===== config.mk =====
export PLATFORM = sky130hd
export DESIGN_NAME = accum_core
export DESIGN_NICKNAME = d
export VERILOG_FILES = /design/src/core_pkg.sv /design/src/alu_if.sv /design/src/acc_unary_unit.sv /design/src/accum_core.sv
export VERILOG_INCLUDE_DIRS = /design/src
export SDC_FILE = /design/constraint.sdc
export NUM_CORES = 2
export LEC_CHECK = 0
export BUFFER_PORTS_ARGS = -buffer_cell sky130_fd_sc_hd__buf_2
export CAP_MARGIN = 20
export CORE_UTILIZATION = 42
export DETAILED_ROUTE_END_ITERATION = 8
export PLACE_DENSITY_LB_ADDON = 0.1
export SYNTH_ARGS = -nofsm -noshare
export SYNTH_HDL_FRONTEND = slang
export SYNTH_SLANG_ARGS = --single-unit

===== constraint.sdc =====
create_clock -name pclk -period 10.88 [get_ports pclk]
set_clock_uncertainty 0.15 [all_clocks]
set_input_delay 1.088 -clock pclk [delete_from_list [all_inputs] [get_ports pclk]]
set_output_delay 1.088 -clock pclk [all_outputs]
set_load 0.005 [all_outputs]

===== src/core_defines.svh =====
// Purpose: Offsets, field positions, reset values and codes of the core
// Assumes: Included by bare name
// Notes: Definitions only
`ifndef CORE_DEFINES_SVH
`define CORE_DEFINES_SVH
// ----------------------------------------------------------------
// APB map (byte addresses)
// ----------------------------------------------------------------
`define OFS_INSTR 12'h000
`define OFS_OPERAND 12'h004
`define OFS_FLAGS 12'h008
`define OFS_PTR 12'h00c
`define OFS_STEP 12'h010
`define OFS_IPTR 12'h014
`define OFS_ACC 12'h018
`define OFS_STACK 12'h01c
`define OFS_PREFIX 12'h020
`define OFS_ACCWIN 12'h040
// ----------------------------------------------------------------
// Flag word fields, reset values and codes
// ----------------------------------------------------------------
`define FLG_E 0
`define FLG_C 1
`define FLG_OV 2
`define FLG_S 6
`define FLG_Z 7
`define FLAGS_RST 8'h00
`define PTR_RST 4'h0
`define STEP_RST 8'h00
`define IP_RST 16'h0000
`define STEP_IDS 6
`define INSTR_OK 32'h0000_0001
`define INSTR_BAD 32'h0000_0002
`endif


===== src/core_pkg.sv =====
// Purpose: Types shared by the core files
// Assumes: Nothing
// Notes: Opcode codes are fixed binary
package core_pkg;
	typedef enum logic [5:0] {
		OP_NOP = 6'b000000, OP_CPL = 6'b000001, OP_NEG = 6'b000010,
		OP_RL = 6'b000011, OP_RLC = 6'b000100, OP_RR = 6'b000101,
		OP_RRC = 6'b000110, OP_SLA = 6'b000111, OP_ARITH_SHIFT_LEFT_TWO = 6'b001000,
		OP_ARITH_SHIFT_LEFT_FOUR = 6'b001001, OP_SR = 6'b001010, OP_SRA = 6'b001011,
		OP_ARITH_SHIFT_RIGHT_TWO = 6'b001100, OP_ARITH_SHIFT_RIGHT_FOUR = 6'b001101, OP_XCHN = 6'b001110,
		OP_XCH = 6'b001111, OP_BIT2C = 6'b010000, OP_C2BIT = 6'b010001,
		OP_BAND = 6'b010010, OP_BOR = 6'b010011, OP_BXOR = 6'b010100,
		OP_SETC = 6'b010101, OP_CLRC = 6'b010110, OP_CPLC = 6'b010111,
		OP_ADD = 6'b011000, OP_ADDC = 6'b011001, OP_SUB = 6'b011010,
		OP_SUBB = 6'b011011, OP_CMP = 6'b011100, OP_WRFLAGS = 6'b011101,
		OP_JREL = 6'b100000, OP_JIMM = 6'b100001, OP_JREG16 = 6'b100010,
		OP_JREG8 = 6'b100011, OP_CALLREL = 6'b100100,
		OP_CALLIMM = 6'b100101, OP_CALLREG = 6'b100110,
		OP_RET = 6'b100111, OP_RETI = 6'b101000
	} op_t;
	typedef enum logic [2:0] {
		CND_ALWAYS = 3'b000, CND_C = 3'b001, CND_NC = 3'b010,
		CND_Z = 3'b011, CND_NZ = 3'b100, CND_S = 3'b101,
		CND_E = 3'b110, CND_NE = 3'b111
	} cond_t;
	typedef struct packed {
		logic [15:0] acc;
		logic c_in;
		logic [4:0] bsel;
	} alu_in_t;
	typedef struct packed {
		logic [15:0] res;
		logic c_out;
		logic c_wr;
		logic ov;
		logic ov_wr;
		logic acc_wr;
		logic step;
	} alu_out_t;
endpackage


===== src/alu_if.sv =====
// Purpose: Carries operands and results between core and unary unit
// Assumes: One clock domain
// Notes: Purely combinational payload
`timescale 1ns/10ps
`default_nettype none
interface alu_if;
	core_pkg::op_t op;
	core_pkg::alu_in_t din;
	logic [15:0] src;
	core_pkg::alu_out_t dout;
	modport core (output op, output din, output src, input dout);
	modport unit (input op, input din, input src, output dout);
endinterface
`default_nettype wire


===== src/acc_unary_unit.sv =====
// Purpose: Accumulator-only, shift/rotate and arithmetic operations
// Assumes: Combinational, driven from the core
// Notes: Result applies at the next clock in the core
`timescale 1ns/10ps
`default_nettype none
module acc_unary_unit (
	// Operation path
	alu_if.unit a
);
	logic [15:0] v;
	logic [16:0] sum;
	logic [15:0] lo;
	logic cin15;
	always_comb begin
		v = a.din.acc;
		a.dout = '0;
		a.dout.res = v;
		a.dout.c_out = a.din.c_in;
		sum = 17'h00000;
		lo = 16'h0000;
		cin15 = 1'b0;
		case (a.op)
		core_pkg::OP_CPL: begin
			a.dout.res = ~v; // RULE3
			a.dout.acc_wr = 1'b1;
		end
		core_pkg::OP_NEG: begin
			a.dout.res = ~v + 16'h0001; // RULE3
			a.dout.acc_wr = 1'b1;
		end
		core_pkg::OP_RL: begin
			a.dout.res = {v[14:0], v[15]}; // RULE4
			a.dout.acc_wr = 1'b1;
		end
		core_pkg::OP_RR: begin
			a.dout.res = {v[0], v[15:1]}; // RULE4
			a.dout.acc_wr = 1'b1;
		end
		core_pkg::OP_RLC: begin
			{a.dout.c_out, a.dout.res} = {v, a.din.c_in}; // RULE4
			a.dout.c_wr = 1'b1;
			a.dout.acc_wr = 1'b1;
		end
		core_pkg::OP_RRC: begin
			{a.dout.res, a.dout.c_out} = {a.din.c_in, v}; // RULE4
			a.dout.c_wr = 1'b1;
			a.dout.acc_wr = 1'b1;
		end
		core_pkg::OP_SLA, core_pkg::OP_ARITH_SHIFT_LEFT_TWO, core_pkg::OP_ARITH_SHIFT_LEFT_FOUR: begin
			// Zeros enter at bit 0; last bit out of bit 15 lands in Carry
			if (a.op == core_pkg::OP_SLA)
				{a.dout.c_out, a.dout.res} = {v, 1'b0}; // RULE5 RULE24
			else if (a.op == core_pkg::OP_ARITH_SHIFT_LEFT_TWO)
				{a.dout.c_out, a.dout.res} = {v[14:0], 2'b00}; // RULE5 RULE24
			else
				{a.dout.c_out, a.dout.res} = {v[12:0], 4'h0}; // RULE5 RULE24
			a.dout.c_wr = 1'b1;
			a.dout.acc_wr = 1'b1;
		end
		core_pkg::OP_SRA: begin
			a.dout.res = {v[15], v[15:1]}; // RULE6
			a.dout.c_out = v[0];
			a.dout.c_wr = 1'b1;
			a.dout.acc_wr = 1'b1;
		end
		core_pkg::OP_ARITH_SHIFT_RIGHT_TWO: begin
			a.dout.res = {{2{v[15]}}, v[15:2]}; // RULE6
			a.dout.c_out = v[1];
			a.dout.c_wr = 1'b1;
			a.dout.acc_wr = 1'b1;
		end
		core_pkg::OP_ARITH_SHIFT_RIGHT_FOUR: begin
			a.dout.res = {{4{v[15]}}, v[15:4]}; // RULE6
			a.dout.c_out = v[3];
			a.dout.c_wr = 1'b1;
			a.dout.acc_wr = 1'b1;
		end
		core_pkg::OP_SR: begin
			a.dout.res = {1'b0, v[15:1]}; // RULE7
			a.dout.c_out = v[0];
			a.dout.c_wr = 1'b1;
			a.dout.acc_wr = 1'b1;
		end
		core_pkg::OP_XCHN: begin
			a.dout.res = {v[11:8], v[15:12], v[3:0], v[7:4]}; // RULE8
			a.dout.acc_wr = 1'b1;
		end
		core_pkg::OP_XCH: begin
			a.dout.res = {v[7:0], v[15:8]}; // RULE8
			a.dout.acc_wr = 1'b1;
		end
		core_pkg::OP_ADD, core_pkg::OP_ADDC,
		core_pkg::OP_SUB, core_pkg::OP_SUBB: begin
			// Subtract as add of inverse; Carry then means borrow
			if (a.op == core_pkg::OP_ADD || a.op == core_pkg::OP_ADDC) begin
				sum = {1'b0, v} + {1'b0, a.src} +
					{16'h0000, a.op == core_pkg::OP_ADDC && a.din.c_in};
				lo = {1'b0, v[14:0]} + {1'b0, a.src[14:0]} +
					{15'h0000, a.op == core_pkg::OP_ADDC && a.din.c_in};
				a.dout.c_out = sum[16]; // RULE15
			end else begin
				sum = {1'b0, v} + {1'b0, ~a.src} +
					{16'h0000, !(a.op == core_pkg::OP_SUBB && a.din.c_in)};
				lo = {1'b0, v[14:0]} + {1'b0, ~a.src[14:0]} +
					{15'h0000, !(a.op == core_pkg::OP_SUBB && a.din.c_in)};
				a.dout.c_out = !sum[16]; // RULE15
			end
			cin15 = lo[15];
			a.dout.res = sum[15:0];
			a.dout.ov = sum[16] ^ cin15; // RULE16
			a.dout.ov_wr = 1'b1;
			a.dout.c_wr = 1'b1;
			a.dout.acc_wr = 1'b1;
		end
		default: begin
			a.dout.res = v;
		end
		endcase
		// Every accumulator-writing operation here takes a pointer step
		a.dout.step = a.dout.acc_wr; // RULE2
	end
endmodule
`default_nettype wire


===== src/accum_core.sv =====
// Purpose: Accumulator datapath, flag word and program flow of the core
// Assumes: APB master issues instructions by register writes
// Notes: Stack lives inside as a small register file
//
// What this block does
// (RULE1) Active accumulator is the one indexed by pointer low four bits.
// (RULE2) Auto-step the pointer after unary and arithmetic/logic operations.
// (RULE3) Complement inverts all bits; negate is inverse plus one.
// (RULE4) Rotate left/right by one, plain or through Carry.
// (RULE5) Arithmetic left shifts by one, two, four update Carry.
// (RULE6) Sign-preserving right shifts by one, two, four update Carry.
// (RULE7) Logical right shift: bit 0 to Carry, top bit cleared.
// (RULE8) Nibble swap within each byte; byte swap of the word.
// (RULE9) Bit ops: bit to Carry, Carry to bit, AND/OR/XOR into Carry.
// (RULE10) Bit operations never step the accumulator pointer.
// (RULE11) Sign flag bit 6 mirrors active accumulator top bit.
// (RULE12) Zero flag bit 7 is one when active accumulator is zero.
// (RULE13) Equals flag bit 0 is stored; compare sets or clears it.
// (RULE14) Writing the flag word can change stored Equals and Carry.
// (RULE15) Carry holds add/subtract carry; set, clear, complement allowed.
// (RULE16) Overflow bit 2 updated only by add/subtract family.
// (RULE17) Reading the instruction pointer returns current address plus one.
// (RULE18) Relative jump uses signed 8-bit word offset.
// (RULE19) Absolute jump: 16-bit immediate/register, or prefix plus 8-bit.
// (RULE20) Conditional jumps branch only when the flag condition holds.
// (RULE21) Equals-conditioned jumps accept immediate targets only.
// (RULE22) Call pushes next address, then branches like a jump.
// (RULE23) Return pops the resume address; separate interrupt return.
// (RULE24) Left shifts bring in zeros; last bit out goes to Carry.
`timescale 1ns/10ps
`default_nettype none
`include "core_defines.svh"
module accum_core (
	// Clock and reset
	input wire logic pclk,
	input wire logic presetn,
	// APB slave
	input wire logic psel,
	input wire logic penable,
	input wire logic pwrite,
	input wire logic [11:0] paddr,
	input wire logic [31:0] pwdata,
	output logic [31:0] prdata,
	output logic pready,
	output logic pslverr,
	// Core state seen outside
	output logic [15:0] instruction_pointer,
	output logic [7:0] processor_flag_word,
	output logic in_service
);
	localparam int DEPTH = 8;
	typedef struct packed {
		logic [15:0][15:0] acc;
		logic [3:0] accum_select_ptr;
		logic [7:0] accum_step_control;
		logic [15:0] ip;
		logic c;
		logic e;
		logic ov;
		logic [15:0] operand;
		logic [7:0] prefix;
		logic [DEPTH-1:0][15:0] stack;
		logic [2:0] sp;
		logic isr;
		logic bad;
		logic [31:0] rdata;
	} state_t;
	state_t s_reg, s_next;
	alu_if au ();
	logic wr_en, rd_en, taken, bad_instr;
	logic [15:0] act, target, nxt;
	logic [3:0] stepped, mask;
	core_pkg::op_t op;
	core_pkg::cond_t cnd;
	logic [3:0] bitno;
	logic [7:0] flags;
	acc_unary_unit unit (
		.a(au.unit)
	);
	assign wr_en = psel && penable && pwrite;
	assign rd_en = psel && penable && !pwrite;
	assign act = s_reg.acc[s_reg.accum_select_ptr]; // RULE1
	// Sign and Zero are live views, never stored
	assign flags = {act == 16'h0000, act[15], 3'b000, // RULE11 RULE12
		s_reg.ov, s_reg.c, s_reg.e};
	assign op = core_pkg::op_t'(pwdata[5:0]);
	assign cnd = core_pkg::cond_t'(pwdata[10:8]);
	assign bitno = pwdata[19:16];
	assign au.op = op;
	// One driver for the whole operand struct
	assign au.din = {act, s_reg.c, 1'b0, bitno};
	assign au.src = s_reg.operand;
	assign nxt = s_reg.ip + 16'h0001;
	// ----------------------------------------------------------------
	// Pointer stepping
	// ----------------------------------------------------------------
	always_comb begin
		case (s_reg.accum_step_control[2:0])
		3'b001: mask = 4'h1;
		3'b010: mask = 4'h3;
		3'b011: mask = 4'h7;
		3'b100: mask = 4'hf;
		default: mask = 4'h0;
		endcase
		if (s_reg.accum_step_control[`STEP_IDS])
			stepped = s_reg.accum_select_ptr - 4'h1;
		else
			stepped = s_reg.accum_select_ptr + 4'h1;
		// Wrap inside the selected field only
		stepped = (stepped & mask) | (s_reg.accum_select_ptr & ~mask);
	end
	// ----------------------------------------------------------------
	// Branch condition and target
	// ----------------------------------------------------------------
	always_comb begin
		case (cnd)
		core_pkg::CND_C: taken = s_reg.c; // RULE20
		core_pkg::CND_NC: taken = !s_reg.c;
		core_pkg::CND_Z: taken = flags[`FLG_Z];
		core_pkg::CND_NZ: taken = !flags[`FLG_Z];
		core_pkg::CND_S: taken = flags[`FLG_S];
		core_pkg::CND_E: taken = s_reg.e;
		core_pkg::CND_NE: taken = !s_reg.e;
		default: taken = 1'b1;
		endcase
		case (op)
		core_pkg::OP_JREL, core_pkg::OP_CALLREL:
			target = nxt + {{8{s_reg.operand[7]}}, s_reg.operand[7:0]}; // RULE18
		core_pkg::OP_JREG8:
			target = {s_reg.prefix, s_reg.operand[7:0]}; // RULE19
		default:
			target = s_reg.operand; // RULE19
		endcase
		// Equals conditions refuse register targets
		bad_instr = (cnd == core_pkg::CND_E || cnd == core_pkg::CND_NE) &&
			(op == core_pkg::OP_JREG16 || op == core_pkg::OP_JREG8 ||
			op == core_pkg::OP_CALLREG); // RULE21
	end
	// ----------------------------------------------------------------
	// Next state
	// ----------------------------------------------------------------
	always_comb begin
		s_next = s_reg;
		if (wr_en) begin
			case (paddr)
			`OFS_OPERAND: s_next.operand = pwdata[15:0];
			`OFS_PTR: s_next.accum_select_ptr = pwdata[3:0];
			`OFS_STEP: s_next.accum_step_control = pwdata[7:0];
			`OFS_PREFIX: s_next.prefix = pwdata[7:0];
			`OFS_ACC: s_next.acc[s_reg.accum_select_ptr] = pwdata[15:0];
			`OFS_IPTR: s_next.ip = pwdata[15:0];
			`OFS_FLAGS: begin
				s_next.e = pwdata[`FLG_E]; // RULE14
				s_next.c = pwdata[`FLG_C]; // RULE14
				// Overflow belongs to the add/subtract family alone
			end
			`OFS_INSTR: begin
				s_next.bad = 1'b0;
				s_next.ip = nxt;
				case (op)
				core_pkg::OP_BIT2C: s_next.c = act[bitno]; // RULE9 RULE10
				core_pkg::OP_C2BIT:
					s_next.acc[s_reg.accum_select_ptr][bitno] = s_reg.c; // RULE9
				core_pkg::OP_BAND: s_next.c = s_reg.c & act[bitno]; // RULE9
				core_pkg::OP_BOR: s_next.c = s_reg.c | act[bitno]; // RULE9
				core_pkg::OP_BXOR: s_next.c = s_reg.c ^ act[bitno]; // RULE9
				core_pkg::OP_SETC: s_next.c = 1'b1; // RULE15
				core_pkg::OP_CLRC: s_next.c = 1'b0; // RULE15
				core_pkg::OP_CPLC: s_next.c = !s_reg.c; // RULE15
				core_pkg::OP_CMP: s_next.e = (s_reg.operand == act); // RULE13
				core_pkg::OP_WRFLAGS: begin
					s_next.e = s_reg.operand[`FLG_E]; // RULE14
					s_next.c = s_reg.operand[`FLG_C]; // RULE14 RULE16
				end
				core_pkg::OP_JREL, core_pkg::OP_JIMM, core_pkg::OP_JREG16,
				core_pkg::OP_JREG8: begin
					if (bad_instr)
						s_next.bad = 1'b1;
					else if (taken)
						s_next.ip = target; // RULE20
				end
				core_pkg::OP_CALLREL, core_pkg::OP_CALLIMM,
				core_pkg::OP_CALLREG: begin
					if (bad_instr) begin
						s_next.bad = 1'b1;
					end else if (taken) begin
						s_next.stack[s_reg.sp] = nxt; // RULE22
						s_next.sp = s_reg.sp + 3'd1;
						s_next.ip = target; // RULE22
					end
				end
				core_pkg::OP_RET, core_pkg::OP_RETI: begin
					s_next.sp = s_reg.sp - 3'd1;
					s_next.ip = s_reg.stack[s_reg.sp - 3'd1]; // RULE23
					if (op == core_pkg::OP_RETI)
						s_next.isr = 1'b0; // RULE23
				end
				default: begin
					if (au.dout.acc_wr)
						s_next.acc[s_reg.accum_select_ptr] = au.dout.res; // RULE3
					if (au.dout.c_wr)
						s_next.c = au.dout.c_out; // RULE15
					if (au.dout.ov_wr)
						s_next.ov = au.dout.ov; // RULE16
					if (au.dout.step)
						s_next.accum_select_ptr = stepped; // RULE2
				end
				endcase
			end
			default: begin
			end
			endcase
		end
		s_next.rdata = 32'h0000_0000;
		if (rd_en) begin
			case (paddr)
			`OFS_INSTR: s_next.rdata = s_reg.bad ? `INSTR_BAD : `INSTR_OK;
			`OFS_OPERAND: s_next.rdata = {16'h0000, s_reg.operand};
			`OFS_FLAGS: s_next.rdata = {24'h000000, flags};
			`OFS_PTR: s_next.rdata = {28'h0000000, s_reg.accum_select_ptr};
			`OFS_STEP: s_next.rdata = {24'h000000, s_reg.accum_step_control};
			`OFS_IPTR: s_next.rdata = {16'h0000, nxt}; // RULE17
			`OFS_ACC: s_next.rdata = {16'h0000, act};
			`OFS_STACK: s_next.rdata = {29'h00000000, s_reg.sp};
			`OFS_PREFIX: s_next.rdata = {24'h000000, s_reg.prefix};
			default: s_next.rdata = 32'h0000_0000;
			endcase
		end
	end
	always_ff @(posedge pclk or negedge presetn) begin
		if (!presetn) begin
			s_reg <= '0;
			s_reg.accum_select_ptr <= `PTR_RST;
			s_reg.accum_step_control <= `STEP_RST;
			s_reg.ip <= `IP_RST;
		end else begin
			s_reg <= s_next;
		end
	end
	// ----------------------------------------------------------------
	// Outputs
	// ----------------------------------------------------------------
	// Read data is combinational from state so the answer needs no wait
	always_comb begin
		prdata = 32'h0000_0000;
		if (rd_en) begin
			prdata = s_next.rdata;
		end
	end
	assign pready = 1'b1;
	assign pslverr = psel && penable && !(paddr == `OFS_INSTR ||
		paddr == `OFS_OPERAND || paddr == `OFS_FLAGS || paddr == `OFS_PTR ||
		paddr == `OFS_STEP || paddr == `OFS_IPTR || paddr == `OFS_ACC ||
		paddr == `OFS_STACK || paddr == `OFS_PREFIX);
	assign instruction_pointer = s_reg.ip;
	assign processor_flag_word = flags;
	assign in_service = s_reg.isr;
endmodule
`default_nettype wire


==> flow_summary_export.csv <==
group,metric,value,unit
worst_setup_path,cp_slowest_cell,"dfrtp_4",
floorplanning,start_util,42.8,%
clocking,postCtsSetupBuffers,0,
drt,drt-initial-drc-count,3871,
clocking,clock_path_buffers,3,
sta,timing.fmax,130,MHz
sta,rsz0062_at_grt,"false",
floorplanning,fp.dieW,270,um
clocking,holdBufCountCts,0,
drt,routed_wl,128000,um
sta,fin_crit_sh,70.8,%
drt,wl_per_cell,29.0,um
cells_and_area,finalNetCount,3553,
synth,yosysSeqAreaShare,36.7,%
drt,drt-pass1-iter-count,8,
drt,vias_per_cell,6.71,
cells_and_area,largest_reg_flops,405,
global_routing,grt_max_degree,171,
synth,synth_ff_type,"dfrtp_1",
floorplanning,core_region_area,70600,sq um
synth,synth_top_area_cell,"dfrtp_1",
global_routing,antenna_found_initial,5,
clocking,clock-sinks,443,
global_routing,grt_pass1_vias,28517,
global_routing,grt.total_usage,34.4,%
floorplanning,fp.dieH,270,um
clocking,cts_buffers,54,
sta,fin_crit,7710,ps
sta,hold_viol,0,
status,status,"finished, final reports clean",
placed_design,port_buffers,74,
min_path,min_path_type,"in2async",
synth,yosysTopAreaCellShare,36.7,%
sta,worstMarginPinSlew,1300,ps
synth,synth_area,30200,sq um
cells_and_area,areaGrowthSynthToFinish,9.76,%
synth,syn-instance-count,3507,
power_and_ir_drop,irDropWorstVdd,115,uV
worst_setup_path,cp_max_fo,42,
worst_setup_path,critPathArrivalTime,8000,ps
synth,syn_area_per_cell,8.61,sq um
sta,whs,318,ps
worst_setup_path,endpoint_kind,"register",
worst_setup_path,crit_chain,"buf_4 -> mux4_2 -> mux2_2 -> or2_2 -> nand2_1 -> clkinv_1 -> ha_1 -> nor3_1 -> nor3b_1 -> o31ai_1 -> a21oi_1 -> o21ai_0 -> and4b_1 -> nor3_1 -> o21ai_0",
drt,drc_errors,0,
clocking,clkTransAtPathRegs,60,ps
cells_and_area,antenna_cells,0,
synth,synthTopCellsByArea,"dfrtp_1, o21ai_0, mux4_2",
sta,tns,0,ps
sta,slew_headroom,13.2,%
worst_setup_path,cp.buffers_inverters,2,
global_routing,grt_pass1_wl,190000,um
synth,synth_cell_types,85,
sta,slew_violations,0,
worst_setup_path,slowest_delay,1010,ps
floorplanning,io_pins,108,
flow_run,cap_violations,0,
power_and_ir_drop,p_per_area,113,nW/um^2
synth,yosysWarnings,0,
placed_design,gp_congestion,0.986,
clocking,clkLatencyLatePin,630,ps
drt,dr_total_vias,29693,
clocking,root_buffer,"clkbuf_16",
floorplanning,placementRows,97,
sta,setup_violations,0,
sta,setup_ws,3170,ps
clocking,cts.repair.resized,0,
drt,ant_nets,0,
global_routing,overflow,0,
worst_setup_path,path_class,"reg2reg",
power_and_ir_drop,p_leak,14.0,nW
synth,async_reset_ff_share,100,%
cells_and_area,drive_gt1_share,13.2,%
floorplanning,dieArea,73000,sq um
clocking,cts_tree,"done",
placed_design,dpl.hpwl,90800,um
clocking,htreeDepth,2,
synth,ys_ff_latch,443,
worst_setup_path,crit_family,"simple AND/OR/NAND/NOR gates",
placed_design,dpl_worst_slack,3430,ps
worst_setup_path,cp.required,11180,ps
synth,synth_edf_count,0,
worst_setup_path,worstSetupStartpointType,"register",
==> where the power goes <==
| group | leakage (nW) | switching [W] | internal [W] |
|---|---|---|---|
| registers | 6.09 | 0.00000138 | 0.00165 |
| clock network | 0.908 | 0.000770 | 0.00111 |
| logic | 7.03 | 0.000173 | 0.0000487 |
==> path summary, 6_finish.rpt <==
path	start	to	slack, ps	cells past startpoint
min in group pclk	s_reg[103]	s_reg[103]	320	2
max	s_reg[216]	s_reg[233]	3170	15
min reg2reg	s_reg[103]	s_reg[103]	320	2
min	presetn	s_reg[142]	320	1
max reg2reg	s_reg[216]	s_reg[233]	3170	15
max in group asynchronous	presetn	s_reg[340]	7950	3
==> cells in the mapped netlist (14+ instances only) <==
library cell and instances:
dfrtp_1 443, nand2_1 422, o21ai_0 407, a21oi_1 302
nor2_1 253, clkbuf_1 237, a31oi_1 104, o31ai_1 94
inv_1 76, mux4_2 76, nand3_1 76, a22oi_1 75
nor3_1 67, o21ai_1 56, ha_1 55, nand2b_1 48
buf_4 46, mux2i_1 41, o22ai_1 38, a221oi_1 37
mux2_2 33, xnor2_1 28, a21o_1 24, or3_1 24
a211oi_1 23, a41oi_1 23, nor2b_1 21, o211ai_1 21
o21a_1 20, a22o_1 19, buf_2 19, mux4_1 19
o21ai_2 19, xor2_1 19, buf_1 18, a311oi_1 17
nor4_1 16, and2_1 14, or4_1 14
==> through the flow <==
stage	cell area [sq um]	total power, W	utilization, %	cells
2_1_floorplan	30300	0.00179	-	3526
3_3_place_gp	31200	0.00189	44.2	4317
3_5_place_dp	31200	0.00189	44.2	4320
4_1_cts	33100	0.00377	46.8	4419
5_1_grt	33200	0.00386	46.9	4426
6_report	33200	0.00375	46.9	4426
==> per-layer routing <==
layer | vias up | share of wire, % | global-route usage [%]
met1 | 14721 | 41 | 45.9
met3 | 349 | 9.5 | 6.77
met2 | 1723 | 44 | 53.0
li1 | 12894 | - | -
met4 | 6 | 5.5 | 17.6
met5 | - | 0.029 | 0
==> cells in the final DEF, fill, tap and decap left out, types with 57 or more instances in the layout <==
cell type | synthesis | routed
buf_4 | 46 | 116
o21ai_0 | 407 | 405
nor3_1 | 67 | 59
a21oi_1 | 302 | 302
nand2_1 | 422 | 422
nor2_1 | 253 | 253
o31ai_1 | 94 | 94
a31oi_1 | 104 | 103
nand3_1 | 76 | 76
buf_2 | 19 | 75
inv_1 | 76 | 76
mux4_2 | 76 | 76
o21ai_1 | 56 | 57
a22oi_1 | 75 | 75
dfrtp_1 | 443 | 439
==> cell families (layout without fill, tap and decap cells) <==
logic type | Yosys count | after routing | synth area share (%)
AND/OR/NAND/NOR | 1007 | 1007 | 15.0
AO/OA/AOI/OAI | 1359 | 1359 | 27.7
other | 2 | 21 | 0.0249
buffers and inverters | 413 | 373 | 6.22
XOR/XNOR | 47 | 47 | 1.36
multiplexers | 174 | 174 | 10.3
flip-flops | 443 | 443 | 36.7
adder cells (fa/ha/maj) | 62 | 62 | 2.71
==> worst reg2reg max path, cell delays in order, from the launching register on <==
cell      delay [ps]
dfrtp_4         1010
buf_4            540
mux4_2           610
mux2_2           390
or2_2            330
nand2_1          280
clkinv_1         510
ha_1             400
nor3_1           470
nor3b_1          560
o31ai_1          200
a21oi_1          240
o21ai_0          150
and4b_1          480
nor3_1           960
o21ai_0          250
==> cell type report <==
class | instances | area (sq um)
clock buffer | 81 | 1600
clock inverter | 18 | 224
fill | 6944 | 37500
inverter | 78 | 293
multi-input combinational | 2670 | 17400
sequential | 443 | 11100
tap | 940 | 1180
timing repair buffer | 196 | 1340
Note: power is estimated with default switching activity, not from simulation.
